[config.mk]
export PLATFORM = sky130hd
export DESIGN_NAME = cell_monitor_cmd_fields
export DESIGN_NICKNAME = d
export VERILOG_FILES = /design/src/logic/cell_monitor_pkg.sv /design/src/logic/cmd_dec_if.sv /design/src/logic/cell_cmd_decoder.sv /design/src/logic/cell_monitor_cmd_fields.sv
export SDC_FILE = /design/constraint.sdc
export NUM_CORES = 1
export LEC_CHECK = 0
export ABC_CLOCK_PERIOD_IN_PS = 3600
export BUFFER_PORTS_ARGS = -buffer_cell sky130_fd_sc_hd__buf_2
export CAP_MARGIN = 20
export CORE_ASPECT_RATIO = 0.8
export CORE_MARGIN = 4
export CORE_UTILIZATION = 49
export CTS_CLUSTER_SIZE = 40
export DETAILED_ROUTE_END_ITERATION = 10
export PLACE_DENSITY = 0.7
export SLEW_MARGIN = 10
export SYNTH_ARGS = -nofsm -noshare
export SYNTH_HDL_FRONTEND = slang
export SYNTH_SLANG_ARGS = --single-unit
[constraint.sdc]
create_clock -name i_clk_sys -period 3.6 [get_ports i_clk_sys]
set_clock_uncertainty 0.15 [all_clocks]
set_input_delay 0.36 -clock i_clk_sys [delete_from_list [all_inputs] [get_ports i_clk_sys]]
set_output_delay 0.36 -clock i_clk_sys [all_outputs]
set_load 0.02 [all_outputs]
[src/logic/cell_monitor_pkg.sv]
package cell_monitor_pkg;

  // ==========================================================================
  // clock and time base
  localparam int CLK_PERIOD_NS = 100;
  localparam int US_NS = 1000;
  localparam int CYC_PER_US = (US_NS + CLK_PERIOD_NS - 1) / CLK_PERIOD_NS;
  localparam int US_CNT_W = 18;
  localparam int DIV_W = 12;

  // ==========================================================================
  // register map, byte wide
  localparam logic [7:0] ADDR_SETUP_BASE = 8'h00;
  localparam int SETUP_BYTES = 6;
  localparam logic [7:0] ADDR_CELL_A_BASE = 8'h08;
  localparam int CELL_A_BYTES = 6;
  localparam logic [7:0] ADDR_STATUS = 8'h10;
  localparam logic [7:0] SETUP_RST = 8'h00;
  localparam logic [15:0] CELL_RESULT_RST = 16'h0000;

  // status register fields
  localparam int ST_BUSY_BIT = 0;
  localparam int ST_KIND_LSB = 1;
  localparam int ST_RATE_LSB = 4;
  localparam int ST_IGN_BIT = 7;

  // setup byte fields
  localparam int ALT_RATE_BIT = 0;
  localparam int UV_HI_LSB = 0;
  localparam int OV_LO_LSB = 4;
  localparam int DISCHARGE_TIMEOUT_LSB = 4;
  localparam int CONTINUOUS_DISCHARGE_BIT = 3;
  localparam int FORCE_REDUNDANCY_FAIL_BIT = 2;
  localparam int REDUNDANCY_DISABLE_BIT = 1;
  localparam int DISCHARGE_TIMER_MONITOR_EN_BIT = 0;

  // command word fields
  localparam int CMD_W = 11;
  localparam int MD_LSB = 7;
  localparam int PUP_BIT = 6;
  localparam int DCP_BIT = 4;
  localparam logic [2:0] SEL_ALL = 3'h0;
  localparam logic [2:0] SEL_MAX_CELL = 3'h6;
  localparam logic [2:0] SEL_MAX_STAT = 3'h4;

  typedef enum logic [2:0] {
    RATE_27K = 3'h0, RATE_14K = 3'h1, RATE_7K = 3'h2, RATE_3K = 3'h3,
    RATE_2K = 3'h4, RATE_1K = 3'h5, RATE_422 = 3'h6, RATE_26 = 3'h7
  } rate_t;

  typedef enum logic [1:0] {
    KIND_CELL = 2'h0, KIND_OPEN_WIRE = 2'h1, KIND_AUX = 2'h2, KIND_STATUS = 2'h3
  } conv_kind_t;

  // conversion times in microseconds, indexed by rate_t
  localparam int CELL_ALL_US [8] = '{524, 699, 1200, 1900, 3300, 6100, 12000, 201000};
  localparam int CELL_ONE_US [8] = '{200, 229, 404, 520, 753, 1200, 2100, 34000};
  localparam int AUX_ALL_US [8] = '{521, 695, 1200, 1900, 3300, 6000, 12000, 183000};
  localparam int AUX_ONE_US [8] = '{200, 229, 403, 520, 752, 1200, 2100, 34000};
  localparam int STAT_ALL_US [8] = '{741, 858, 1600, 2000, 3000, 4800, 8500, 134000};
  localparam int STAT_ONE_US [8] = '{200, 229, 403, 520, 752, 1200, 2100, 34000};

  function automatic rate_t rate_decode(input logic [1:0] md, input logic alt);
    rate_t r;
    r = RATE_422;
    case ({alt, md})
      3'h0: r = RATE_422;
      3'h1: r = RATE_27K;
      3'h2: r = RATE_7K;
      3'h3: r = RATE_26;
      3'h4: r = RATE_1K;
      3'h5: r = RATE_14K;
      3'h6: r = RATE_3K;
      default: r = RATE_2K;
    endcase
    return r;
  endfunction

  function automatic logic [US_CNT_W-1:0] conv_time_us(input conv_kind_t k, input rate_t r,
                                                      input logic all);
    int t;
    case (k)
      KIND_AUX: t = all ? AUX_ALL_US[r] : AUX_ONE_US[r];
      KIND_STATUS: t = all ? STAT_ALL_US[r] : STAT_ONE_US[r];
      default: t = all ? CELL_ALL_US[r] : CELL_ONE_US[r];
    endcase
    return t[US_CNT_W-1:0];
  endfunction

endpackage

[src/logic/cmd_dec_if.sv]
`timescale 1ns/100ps
interface cmd_dec_if;
  import cell_monitor_pkg::*;
  logic [CMD_W-1:0] cmd;
  logic alt_rate_option;
  logic valid;
  conv_kind_t kind;
  logic [2:0] chan;
  rate_t rate;
  logic discharge_allowed;
  logic open_wire_current_dir;
  modport decoder (input cmd, input alt_rate_option, output valid, output kind, output chan,
                   output rate, output discharge_allowed, output open_wire_current_dir);
  modport core (output cmd, output alt_rate_option, input valid, input kind, input chan,
                input rate, input discharge_allowed, input open_wire_current_dir);
endinterface

[src/logic/cell_cmd_decoder.sv]
`timescale 1ns/100ps
module cell_cmd_decoder
  import cell_monitor_pkg::*;
(
  cmd_dec_if.decoder dec
);

  logic [2:0] sel;
  logic [3:0] mid;

  assign sel = dec.cmd[2:0];
  assign mid = dec.cmd[6:3];

  // ==========================================================================
  // opcode match and field extraction
  always_comb begin
    dec.valid = 1'b0;
    dec.kind = KIND_CELL;
    dec.chan = sel;
    dec.rate = rate_decode(dec.cmd[MD_LSB+1:MD_LSB], dec.alt_rate_option);
    dec.discharge_allowed = dec.cmd[DCP_BIT];
    dec.open_wire_current_dir = dec.cmd[PUP_BIT];
    case (dec.cmd[10:9])
      2'h1: begin
        if (dec.cmd[5] && !dec.cmd[3] && dec.cmd[6]) begin
          dec.kind = KIND_CELL;
          dec.valid = (sel <= SEL_MAX_CELL);
        end else if (dec.cmd[5] && dec.cmd[3]) begin
          dec.kind = KIND_OPEN_WIRE;
          dec.valid = (sel <= SEL_MAX_CELL);
        end
      end
      2'h2: begin
        if (mid == 4'hC) begin
          dec.kind = KIND_AUX;
          dec.valid = (sel <= SEL_MAX_CELL);
        end else if (mid == 4'hD) begin
          if (sel <= SEL_MAX_STAT) begin
            dec.kind = KIND_STATUS;
            dec.valid = 1'b1;
          end else if (sel <= SEL_MAX_CELL) begin
            dec.kind = KIND_AUX;
            dec.valid = 1'b1;
          end
        end
      end
      default: dec.valid = 1'b0;
    endcase
  end

endmodule // cell_cmd_decoder

[src/logic/cell_monitor_cmd_fields.sv]
// Overview of operation
// - option set: speed 00/01/10/11 select 1kHz, 14kHz, 3kHz, 2kHz.
// - cell select 000 sweeps all six, 001-110 one cell; sweep 524us to 201ms.
// - aux select 000 sweeps all, 001 S0, 010-101 GPIO, 110 reference.
// - status select 0-4 only: 000 sweeps all, 001-100 single items.
// - status command with select 5 or 6 runs the matching aux conversion.
// - undervoltage threshold: low byte in setup 1, top nibble setup 2 low.
// - overvoltage threshold: low nibble setup 2 high, upper byte setup 3.
// - setup 5 holds timeout, continuous, force fail, redundancy off, monitor.
// - result A read only, cells 1-3, low byte then high byte.
`timescale 1ns/100ps
module cell_monitor_cmd_fields
  import cell_monitor_pkg::*;
#(
  parameter int unsigned CYC_PER_US_P = CYC_PER_US
) (
  input wire logic i_clk_sys,
  input wire logic i_rst_n,
  input wire logic [7:0] i_addr,
  input wire logic [7:0] i_wr_data,
  input wire logic i_wr_en,
  input wire logic i_rd_en,
  output logic [7:0] o_rd_data,
  input wire logic i_cmd_valid,
  input wire logic [CMD_W-1:0] i_cmd,
  output logic o_cmd_accepted,
  output logic o_cmd_ignored,
  input wire logic i_meas_wr,
  input wire logic [2:0] i_meas_cell,
  input wire logic [15:0] i_meas_data,
  output logic o_conv_start,
  output logic [1:0] o_conv_kind,
  output logic [2:0] o_conv_chan,
  output logic [2:0] o_adc_rate,
  output logic o_busy,
  output logic o_conv_done,
  output logic o_discharge_suspend,
  output logic o_pull_up_en,
  output logic o_pull_down_en,
  output logic [11:0] o_undervolt_threshold,
  output logic [11:0] o_overvolt_threshold,
  output logic [3:0] o_discharge_timeout,
  output logic o_continuous_discharge,
  output logic o_force_redundancy_fail,
  output logic o_redundancy_disable,
  output logic o_discharge_timer_monitor_en
);

  typedef enum logic [1:0] {
    ST_IDLE = 2'b01,
    ST_CONV = 2'b10
  } conv_state_t;

  cmd_dec_if dec_bus ();

  // ==========================================================================
  // register file state
  logic [7:0] setup_r [SETUP_BYTES];
  logic [7:0] setup_nxt [SETUP_BYTES];
  logic [7:0] cell_res_r [CELL_A_BYTES];
  logic [7:0] cell_res_nxt [CELL_A_BYTES];
  logic [7:0] rd_data_r;
  logic [7:0] rd_data_nxt;
  logic ign_flag_r;
  logic ign_flag_nxt;

  // ==========================================================================
  // conversion state
  conv_state_t state_r;
  conv_state_t state_nxt;
  conv_kind_t kind_r;
  conv_kind_t kind_nxt;
  logic [2:0] chan_r;
  logic [2:0] chan_nxt;
  rate_t rate_r;
  rate_t rate_nxt;
  logic [US_CNT_W-1:0] us_left_r;
  logic [US_CNT_W-1:0] us_left_nxt;
  logic [DIV_W-1:0] div_r;
  logic [DIV_W-1:0] div_nxt;
  logic start_r;
  logic start_nxt;
  logic done_r;
  logic done_nxt;
  logic acc_r;
  logic acc_nxt;
  logic ign_r;
  logic ign_nxt;
  logic susp_r;
  logic susp_nxt;
  logic pup_r;
  logic pup_nxt;
  logic pdn_r;
  logic pdn_nxt;
  logic us_tick;
  logic take_cmd;

  function automatic logic in_range(input logic [7:0] a, input logic [7:0] base, input int n);
    return (a >= base) && (a < base + 8'(n));
  endfunction

  function automatic logic [7:0] status_word(input logic busy, input conv_kind_t k,
                                              input rate_t r, input logic ign);
    logic [7:0] w;
    w = 8'h00;
    w[ST_BUSY_BIT] = busy;
    w[ST_KIND_LSB +: 2] = k;
    w[ST_RATE_LSB +: 3] = r;
    w[ST_IGN_BIT] = ign;
    return w;
  endfunction

  // ==========================================================================
  // command decoder
  assign dec_bus.cmd = i_cmd;
  assign dec_bus.alt_rate_option = setup_r[0][ALT_RATE_BIT];

  cell_cmd_decoder u_dec (
    .dec (dec_bus)
  );

  // ==========================================================================
  // register access
  always_comb begin
    logic [7:0] ofs;
    logic [2:0] slot;
    ofs = 8'h00;
    slot = 3'h0;
    setup_nxt = setup_r;
    cell_res_nxt = cell_res_r;
    if (i_wr_en && in_range(i_addr, ADDR_SETUP_BASE, SETUP_BYTES)) begin
      ofs = i_addr - ADDR_SETUP_BASE;
      setup_nxt[ofs[2:0]] = i_wr_data;
    end
    // result A is loaded only by the measurement side
    if (i_meas_wr && (i_meas_cell >= 3'h1) && (i_meas_cell <= 3'h3)) begin
      slot = 3'((i_meas_cell - 3'h1) << 1);
      cell_res_nxt[slot] = i_meas_data[7:0];
      cell_res_nxt[slot + 3'h1] = i_meas_data[15:8];
    end
  end

  // ==========================================================================
  // sticky refused-command flag
  always_comb begin
    ign_flag_nxt = ign_flag_r;
    if (i_wr_en && (i_addr == ADDR_STATUS) && i_wr_data[ST_IGN_BIT]) begin
      ign_flag_nxt = 1'b0;
    end
    // set wins over a clear in the same cycle
    if (ign_r) begin
      ign_flag_nxt = 1'b1;
    end
  end

  always_ff @(posedge i_clk_sys or negedge i_rst_n) begin
    if (!i_rst_n) begin
      ign_flag_r <= 1'b0;
    end else begin
      ign_flag_r <= ign_flag_nxt;
    end
  end

  // ==========================================================================
  // read port, data stands for one cycle only
  always_comb begin
    logic [7:0] ofs;
    ofs = 8'h00;
    rd_data_nxt = 8'h00;
    if (i_rd_en) begin
      if (in_range(i_addr, ADDR_SETUP_BASE, SETUP_BYTES)) begin
        ofs = i_addr - ADDR_SETUP_BASE;
        rd_data_nxt = setup_r[ofs[2:0]];
      end else if (in_range(i_addr, ADDR_CELL_A_BASE, CELL_A_BYTES)) begin
        ofs = i_addr - ADDR_CELL_A_BASE;
        rd_data_nxt = cell_res_r[ofs[2:0]];
      end else if (i_addr == ADDR_STATUS) begin
        rd_data_nxt = status_word(state_r == ST_CONV, kind_r, rate_r, ign_flag_r);
      end
    end
  end

  always_ff @(posedge i_clk_sys or negedge i_rst_n) begin
    if (!i_rst_n) begin
      for (int i = 0; i < SETUP_BYTES; i++) begin
        setup_r[i] <= SETUP_RST;
      end
      for (int i = 0; i < CELL_A_BYTES; i++) begin
        cell_res_r[i] <= CELL_RESULT_RST[7:0];
      end
    end else begin
      setup_r <= setup_nxt;
      cell_res_r <= cell_res_nxt;
    end
  end

  always_ff @(posedge i_clk_sys or negedge i_rst_n) begin
    if (!i_rst_n) begin
      rd_data_r <= 8'h00;
    end else begin
      rd_data_r <= rd_data_nxt;
    end
  end

  // ==========================================================================
  // conversion sequencer
  assign us_tick = (div_r == DIV_W'(CYC_PER_US_P - 1));
  assign take_cmd = i_cmd_valid && (state_r == ST_IDLE) && dec_bus.valid;

  always_comb begin
    state_nxt = state_r;
    kind_nxt = kind_r;
    chan_nxt = chan_r;
    rate_nxt = rate_r;
    us_left_nxt = us_left_r;
    start_nxt = 1'b0;
    done_nxt = 1'b0;
    acc_nxt = 1'b0;
    ign_nxt = 1'b0;
    case (state_r)
      ST_IDLE: begin
        if (take_cmd) begin
          state_nxt = ST_CONV;
          kind_nxt = dec_bus.kind;
          chan_nxt = dec_bus.chan;
          rate_nxt = dec_bus.rate;
          us_left_nxt = conv_time_us(dec_bus.kind, dec_bus.rate,
                                     dec_bus.chan == SEL_ALL);
          start_nxt = 1'b1;
          acc_nxt = 1'b1;
        end else if (i_cmd_valid) begin
          ign_nxt = 1'b1;
        end
      end
      ST_CONV: begin
        if (i_cmd_valid) begin
          ign_nxt = 1'b1;
        end
        if (us_tick) begin
          if (us_left_r <= US_CNT_W'(1)) begin
            us_left_nxt = '0;
            state_nxt = ST_IDLE;
            done_nxt = 1'b1;
          end else begin
            us_left_nxt = us_left_r - US_CNT_W'(1);
          end
        end
      end
      default: begin
        state_nxt = ST_IDLE;
      end
    endcase
  end

  always_ff @(posedge i_clk_sys or negedge i_rst_n) begin
    if (!i_rst_n) begin
      state_r <= ST_IDLE;
      kind_r <= KIND_CELL;
      chan_r <= 3'h0;
      rate_r <= RATE_422;
      us_left_r <= '0;
      start_r <= 1'b0;
      done_r <= 1'b0;
      acc_r <= 1'b0;
      ign_r <= 1'b0;
    end else begin
      state_r <= state_nxt;
      kind_r <= kind_nxt;
      chan_r <= chan_nxt;
      rate_r <= rate_nxt;
      us_left_r <= us_left_nxt;
      start_r <= start_nxt;
      done_r <= done_nxt;
      acc_r <= acc_nxt;
      ign_r <= ign_nxt;
    end
  end

  // ==========================================================================
  // microsecond time base, runs only while converting
  always_comb begin
    div_nxt = '0;
    if (state_r == ST_CONV) begin
      div_nxt = us_tick ? '0 : div_r + DIV_W'(1);
    end
  end

  always_ff @(posedge i_clk_sys or negedge i_rst_n) begin
    if (!i_rst_n) begin
      div_r <= '0;
    end else begin
      div_r <= div_nxt;
    end
  end

  // ==========================================================================
  // front-end controls, held for the whole conversion
  always_comb begin
    susp_nxt = susp_r;
    pup_nxt = pup_r;
    pdn_nxt = pdn_r;
    if (take_cmd) begin
      // discharge only matters for cell measurements
      susp_nxt = (dec_bus.kind == KIND_CELL || dec_bus.kind == KIND_OPEN_WIRE)
                 && !dec_bus.discharge_allowed;
      pup_nxt = (dec_bus.kind == KIND_OPEN_WIRE) && dec_bus.open_wire_current_dir;
      pdn_nxt = (dec_bus.kind == KIND_OPEN_WIRE) && !dec_bus.open_wire_current_dir;
    end else if (state_nxt != ST_CONV) begin
      susp_nxt = 1'b0;
      pup_nxt = 1'b0;
      pdn_nxt = 1'b0;
    end
  end

  always_ff @(posedge i_clk_sys or negedge i_rst_n) begin
    if (!i_rst_n) begin
      susp_r <= 1'b0;
      pup_r <= 1'b0;
      pdn_r <= 1'b0;
    end else begin
      susp_r <= susp_nxt;
      pup_r <= pup_nxt;
      pdn_r <= pdn_nxt;
    end
  end

  // ==========================================================================
  // outputs
  assign o_rd_data = rd_data_r;
  assign o_cmd_accepted = acc_r;
  assign o_cmd_ignored = ign_r;
  assign o_conv_start = start_r;
  assign o_conv_kind = kind_r;
  assign o_conv_chan = chan_r;
  assign o_adc_rate = rate_r;
  assign o_busy = (state_r == ST_CONV);
  assign o_conv_done = done_r;
  assign o_discharge_suspend = susp_r;
  assign o_pull_up_en = pup_r;
  assign o_pull_down_en = pdn_r;
  assign o_undervolt_threshold = {setup_r[2][UV_HI_LSB +: 4], setup_r[1]};
  assign o_overvolt_threshold = {setup_r[3], setup_r[2][OV_LO_LSB +: 4]};
  assign o_discharge_timeout = setup_r[5][DISCHARGE_TIMEOUT_LSB +: 4];
  assign o_continuous_discharge = setup_r[5][CONTINUOUS_DISCHARGE_BIT];
  assign o_force_redundancy_fail = setup_r[5][FORCE_REDUNDANCY_FAIL_BIT];
  assign o_redundancy_disable = setup_r[5][REDUNDANCY_DISABLE_BIT];
  assign o_discharge_timer_monitor_en = setup_r[5][DISCHARGE_TIMER_MONITOR_EN_BIT];

endmodule // cell_monitor_cmd_fields

==> results of run 1 <==
## logic make-up after synthesis
logic type	after synthesis	share of synthesized area, %
simple gates	242	15.1
buf+inv	85	5.37
compound gates	178	14.6
xor+xnor	13	1.41
mux	113	15.5
flops	151	46.8
fa+ha+maj	8	1.24
## synth_stat cells (15+ instances only)
master    count
o21ai_0      45
mux2_2       96
inv_1        16
mux2i_1      17
buf_4        29
o22ai_1      38
nand3_1      15
nor2_1       63
nand2_1      63
dfrtp_1     148
a21oi_1      29
clkbuf_1     31
nor3_1       34
## worst max path at each step
stage / start / endpoint / depth (start not counted)
6_report: state_r[0] / us_left_r[7] / 8
5_1_grt: state_r[0] / us_left_r[7] / 8
4_1_cts: state_r[0] / us_left_r[7] / 8
3_5_place_dp: state_r[0] / us_left_r[7] / 8
3_3_place_gp: state_r[0] / us_left_r[7] / 8
2_1_floorplan: state_r[0] / us_left_r[6] / 8
## per-layer routing
metal  vias up  GRT usage [%]  part of all wire, %
met2       328           33.1                   44
met3        26           5.91                  8.5
met4         0           5.89                  1.1
li1       3031              -                    -
met5         -              0                    0
met1      3221           36.5                   46
## stage by stage
stage	cell area, sq um	instances
2_1_floorplan	8080	790
3_3_place_gp	8690	1059
3_5_place_dp	8690	1059
4_1_cts	9300	1092
5_1_grt	9300	1093
6_report	9300	1093
## final cells by class
| type | instances | area share [%] |
|---|---|---|
| Inverter | 17 | 0.686 |
| Clock inverter | 14 | 1.75 |
| Tap cell | 215 | 2.89 |
| Antenna cell | 1 | 0.0269 |
| Multi-Input combinational cell | 554 | 41.9 |
| Clock buffer | 17 | 4.57 |
| Timing Repair Buffer | 124 | 7.52 |
| Sequential cell | 151 | 40.7 |
## state kept, by name, summed over array words and instances, names as in the netlist, 3 cells and up
register / flops
o_undervolt_threshold: 12
o_overvolt_threshold: 12
cell_res_r: 48
o_adc_rate: 3
setup_r: 15
o_conv_chan: 3
o_discharge_timeout: 4
us_left_r: 18
o_rd_data: 8
div_r: 12
## power groups by stage
stage,logic [mW],registers (mW),clock network [mW]
2_1_floorplan,0.740,2.16,0
3_3_place_gp,1.05,2.19,0
3_5_place_dp,1.08,2.18,0
4_1_cts,1.08,2.16,1.83
5_1_grt,1.22,2.19,1.92
6_report,1.09,2.17,1.82
## layout by cell type, fill, tap and decap left out, drive strengths merged, types with 16 or more instances in the layout
cell type / instances
dfrtp: 148
buf: 122
mux2: 96
nor2: 64
nand2: 63
o21ai: 49
o22ai: 38
nor3: 34
a21oi: 29
inv: 24
mux2i: 17
clkbuf: 17
nand3: 16
## critical path, delay by kind of cell (launching register included)
family                   cells  cell delay [ns]
flip-flops                   1             0.58
AND/OR/NAND/NOR              2             0.66
buffers and inverters        1             0.05
adder cells (fa/ha/maj)      1             0.36
AO/OA/AOI/OAI                4             1.27
==> flow_metrics.py, run 1 <==
metrics = {
    "status": {
        "run_status": "completed",
    },
    "worst_setup_path": {
        "path_max_fanout": 18,
        "reg2reg_from": "state_r[0]",
        "endpoint_kind": "flip-flop",
        "cp_data_arrival_time_ns": 3.35,
        "cpPeakStageDelay_ns": 0.58,
        "r2r_slack_ns": 0.45,
        "r2r_end": "us_left_r[7]",
        "startpoint_type": "flip-flop",
        "worstSetupPathType": "reg2reg",
        "required_ns": 3.80,
        "reg2reg_depth": 8,
        "cp_slowest_cell": "dfstp_2",
        "crit_chain": "inv_1 -> ha_1 -> nand4bb_1 -> a211oi_1 -> o21ai_2 -> nor2_1 -> o311ai_0 -> o21ai_1",
    },
    "detailed_routing": {
        "wl_microns": 21700,
        "drt_iter0_markers": 725,
        "detail_route.wl_per_cell_microns": 19.8,
        "vias_per_cell": 6.04,
        "ant_nets": 0,
        "drc": 0,
        "drt_pass1_iterations": 6,
        "vias": 6606,
    },
    "die": {
        "placementRows": 41,
        "die_h_microns": 123,
        "core-area_sq_um": 16000,
        "dieArea_sq_um": 18600,
        "initial_core_util_pct": 50.6,
        "die_w_microns": 152,
        "io_pins": 108,
    },
    "synthesis": {
        "synth_edf_count": 0,
        "synth_area_sq_um": 8080,
        "async_flop_share_pct": 100,
        "syn_inst": 790,
        "yosysUniqueCellTypes": 71,
        "synth-main-ff-cell": "dfrtp_1",
        "ys_seq_elements": 151,
        "synth_top_area_share_pct": 45.8,
        "yosysSeqAreaShare_pct": 46.8,
        "ys_top_cells_by_area": "dfrtp_1, mux2_2, o22ai_1",
        "synth_area_leader_cell": "dfrtp_1",
        "synth_fp_nets": 850,
        "yosysWarnings": 0,
        "syn_avg_cell_area_sq_um": 10.2,
    },
    "power": {
        "combPwrFrac_pct": 21.5,
        "p_int_mw": 3.42,
        "seqPwrFrac_pct": 42.7,
        "p_clk_share_pct": 35.8,
        "switching_share_pct": 32.6,
        "powerDensity_nw_per_um2": 546,
        "power_mw": 5.08,
        "netSwitchingPower_mw": 1.66,
        "max-vdd-ir-drop_mv": 0.384,
        "p_leak_nw": 4.30,
    },
    "timing": {
        "min_period_ns": 3.15,
        "fin_crit_sh_pct": 87.5,
        "worst_pin_slew_ns": 1.01,
        "postLayoutSetupSlackWorst_ns": 0.449,
        "rsz0062_at_grt": "no",
        "timing.hold.ws_ns": 0.0374,
        "hold_viol_final": 0,
        "slew_violations": 0,
        "setup_viol": 0,
        "setup_tns_ns": 0,
        "timing.fmax_mhz": 317,
        "max_slew_margin_pct": 32.8,
    },
    "clocking": {
        "ctsResizeCount": 0,
        "clk_latency_ns": 0.43,
        "clkTransAtPathRegs_ns": 0.07,
        "h-tree-depth": 4,
        "clockBufferDepth": 2,
        "cts_buffers": 17,
        "cts_tree": "done",
        "root_buffer": "clkbuf_16",
        "cts_setup_buffers": 0,
        "ctsHoldBuffers": 2,
        "cts.sinks": 151,
    },
    "cells_and_area": {
        "multi_input_area_sq_um": 3890,
        "fin_util_pct": 58.3,
        "seqCellArea_sq_um": 3780,
        "area_growth_pct": 15.1,
        "drive_above_1_share_pct": 30.2,
        "fill_cells": 1340,
        "nNetsFinal": 925,
    },
    "global_route": {
        "grtUsageTotal_pct": 23.6,
        "antenna_found_initial": 1,
        "gr-total-overflow": 0,
        "grt_pass1_vias": 6238,
        "grt_pass1_wl_microns": 34300,
        "grt_max_degree": 80,
    },
    "min_path": {
        "hp-class": "in2reg",
        "min_from": "i_cmd[0]",
        "hold-path-endpoint": "o_conv_chan[0]",
        "holdPathStages": 3,
    },
    "place": {
        "place.gp.congestion": 0.899,
        "dpl_worst_slack_ns": 0.478,
        "numPortBuffers": 107,
        "dpl.hpwl_microns": 14900,
    },
    "flow_run": {
        "maxCapViolations": 0,
    },
}
Power figures use the tool's default switching activity.
==> inputs of run 2 (changes only) <==
Settings changed: ABC_CLOCK_PERIOD_IN_PS 3600 to 3180.
Clock period 3.6 ns to 3.18 ns, I/O delays scaled along.
==> flow_metrics.py, run 2 (synthesized netlist as in run 1, its figures left out) <==
metrics = {
    "status": {
        "run_status": "completed",
    },
    "clocking": {
        "clk_latency_ns": 0.42,
        "cts_buffers": 17,
        "cts.sinks": 151,
        "cts_tree": "done",
        "clockBufferDepth": 2,
        "cts_setup_buffers": 0,
        "clkTransAtPathRegs_ns": 0.06,
        "ctsResizeCount": 0,
        "h-tree-depth": 4,
        "ctsHoldBuffers": 5,
        "root_buffer": "clkbuf_16",
    },
    "worst_setup_path": {
        "startpoint_type": "flip-flop",
        "worstSetupPathType": "reg2reg",
        "cp-startpoint": "state_r[0]",
        "critPathTopFamily": "compound AO/OA/AOI/OAI gates",
        "path_max_fanout": 21,
        "cp_data_arrival_time_ns": 3.19,
        "path_depth": 8,
        "cp_slowest_cell": "dfstp_2",
        "required_ns": 3.39,
        "endpoint_kind": "flip-flop",
        "reg2reg_depth": 8,
        "reg2reg_from": "state_r[0]",
        "worstSetupEndpoint": "o_pull_down_en",
        "path_buf_inv": 1,
        "cpPeakStageDelay_ns": 0.58,
        "r2r_end": "o_pull_down_en",
        "r2r_slack_ns": 0.20,
        "crit_chain": "inv_1 -> ha_1 -> nand4bb_1 -> a211oi_1 -> o21a_4 -> nand2b_4 -> a2111oi_4 -> a22o_1",
    },
    "power": {
        "netSwitchingPower_mw": 1.86,
        "p_clk_share_pct": 34.8,
        "powerDensity_nw_per_um2": 608,
        "p_leak_nw": 4.36,
        "p_int_mw": 3.86,
        "switching_share_pct": 32.5,
        "power_mw": 5.72,
        "seqPwrFrac_pct": 42.6,
        "combPwrFrac_pct": 22.7,
        "max-vdd-ir-drop_mv": 0.380,
    },
    "flow_run": {
        "maxCapViolations": 0,
    },
    "die": {
        "die_w_microns": 152,
        "initial_core_util_pct": 50.6,
        "io_pins": 108,
        "core-area_sq_um": 16000,
        "placementRows": 41,
        "dieArea_sq_um": 18600,
        "die_h_microns": 123,
    },
    "min_path": {
        "hp-class": "in2reg",
    },
    "detailed_routing": {
        "wl_microns": 21800,
        "drt_iter0_markers": 750,
        "detail_route.wl_per_cell_microns": 19.6,
        "drc": 0,
        "drt_pass1_iterations": 6,
        "vias_per_cell": 5.99,
        "vias": 6653,
        "ant_nets": 0,
    },
    "cells_and_area": {
        "diodes": 0,
        "most-common-layout-cells": "dfrtp_1, buf_2, mux2_2, nor2_1, nand2_1",
        "nNetsFinal": 942,
        "regMostFlops": "cell_res_r",
        "largest_reg_flops": 48,
        "area_growth_pct": 16.3,
        "largestRegisters": "cell_res_r x48, us_left_r x18, setup_r x15",
        "drive_above_1_share_pct": 31.2,
        "final_common_cell": "dfrtp_1",
    },
    "timing": {
        "timing.fmax_mhz": 336,
        "worst_pin_slew_ns": 0.802,
        "postLayoutSetupSlackWorst_ns": 0.201,
        "min_period_ns": 2.98,
        "slew_violations": 0,
        "setup_viol": 0,
        "max_slew_margin_pct": 46.6,
        "setup_tns_ns": 0,
        "fin_crit_sh_pct": 93.7,
        "rsz0062_at_grt": "no",
        "hold_viol_final": 0,
    },
    "global_route": {
        "top_usage_layer": "met1",
        "grt.met3_usage_pct": 5.83,
        "grt_max_degree": 68,
        "gr-total-overflow": 0,
        "grt_pass1_vias": 6387,
        "use_met2_pct": 34.6,
        "use_met1_pct": 35.8,
        "antenna_found_initial": 0,
        "grt_pass1_wl_microns": 34400,
        "grtUsageTotal_pct": 23.9,
    },
    "place": {
        "dpl_worst_slack_ns": 0.183,
        "numPortBuffers": 107,
        "place.gp.congestion": 0.938,
        "dpl.hpwl_microns": 15100,
    },
}
run 2: cell types whose count changed in the layout (fill, tap and decap cells not counted):
cell | previous run | this run
buf_12 | 2 | 0
buf_4 | 13 | 29
bufinv_16 | 2 | 1
clkbuf_1 | 0 | 1
clkbuf_8 | 0 | 1
clkinv_2 | 1 | 0
clkinv_4 | 0 | 2
clkinvlp_4 | 3 | 4
diode_2 | 1 | 0
dlygate4sd3_1 | 2 | 5
inv_6 | 6 | 4
run 2: cell type report:
type,count,area [sq um]
Clock buffer,19,443
Fill cell,1365,6560
Clock inverter,13,135
Inverter,17,63.8
Sequential cell,151,3780
Timing Repair Buffer,141,810
Tap cell,215,269
Multi-Input combinational cell,554,3890
run 2: how the worst min path moves through the flow:
stage	startpoint	end	slack, ns	depth (start not counted)
detailed placement	i_rst_n	div_r[8]	0.20	1
global route	i_meas_data[12]	cell_res_r[36]	0.01	2
floorplan	i_rst_n	cell_res_r[0]	-0.13	0
finish	i_meas_data[1]	cell_res_r[25]	0.02	2
CTS	i_cmd[1]	o_conv_chan[1]	0.002	3
global placement	i_rst_n	div_r[10]	0.21	1
run 2: metrics by stage:
step / hold slack (ns) / instances / util [%] / cell area (sq um)
final: 0.0169 / 1110 / 58.9 / 9400
after global routing: 0.0135 / 1110 / 58.9 / 9400
after CTS: 0.00166 / 1110 / 58.9 / 9400
after detailed placement: 0.202 / 1073 / 55.0 / 8770
after global placement: 0.205 / 1073 / 55.0 / 8770
after floorplan: -0.128 / 790 / - / 8080
run 2: power groups by stage:
stage                     logic [mW]  registers, mW  clock network, mW
after global routing            1.44           2.47               2.09
after detailed placement        1.27           2.46                  0
after floorplan                0.837           2.45                  0
after global placement          1.25           2.45                  0
final                           1.30           2.43               1.99
after CTS                       1.29           2.43               2.00
run 2: layer usage:
| layer | up-vias | routed length (microns) | share of wire (%) |
|---|---|---|---|
| met5 | - | 0 | 0 |
| met3 | 34 | 1770 | 8.1 |
| li1 | 3065 | - | - |
| met4 | 0 | 308 | 1.4 |
| met2 | 302 | 9600 | 44 |
| met1 | 3252 | 10100 | 46 |
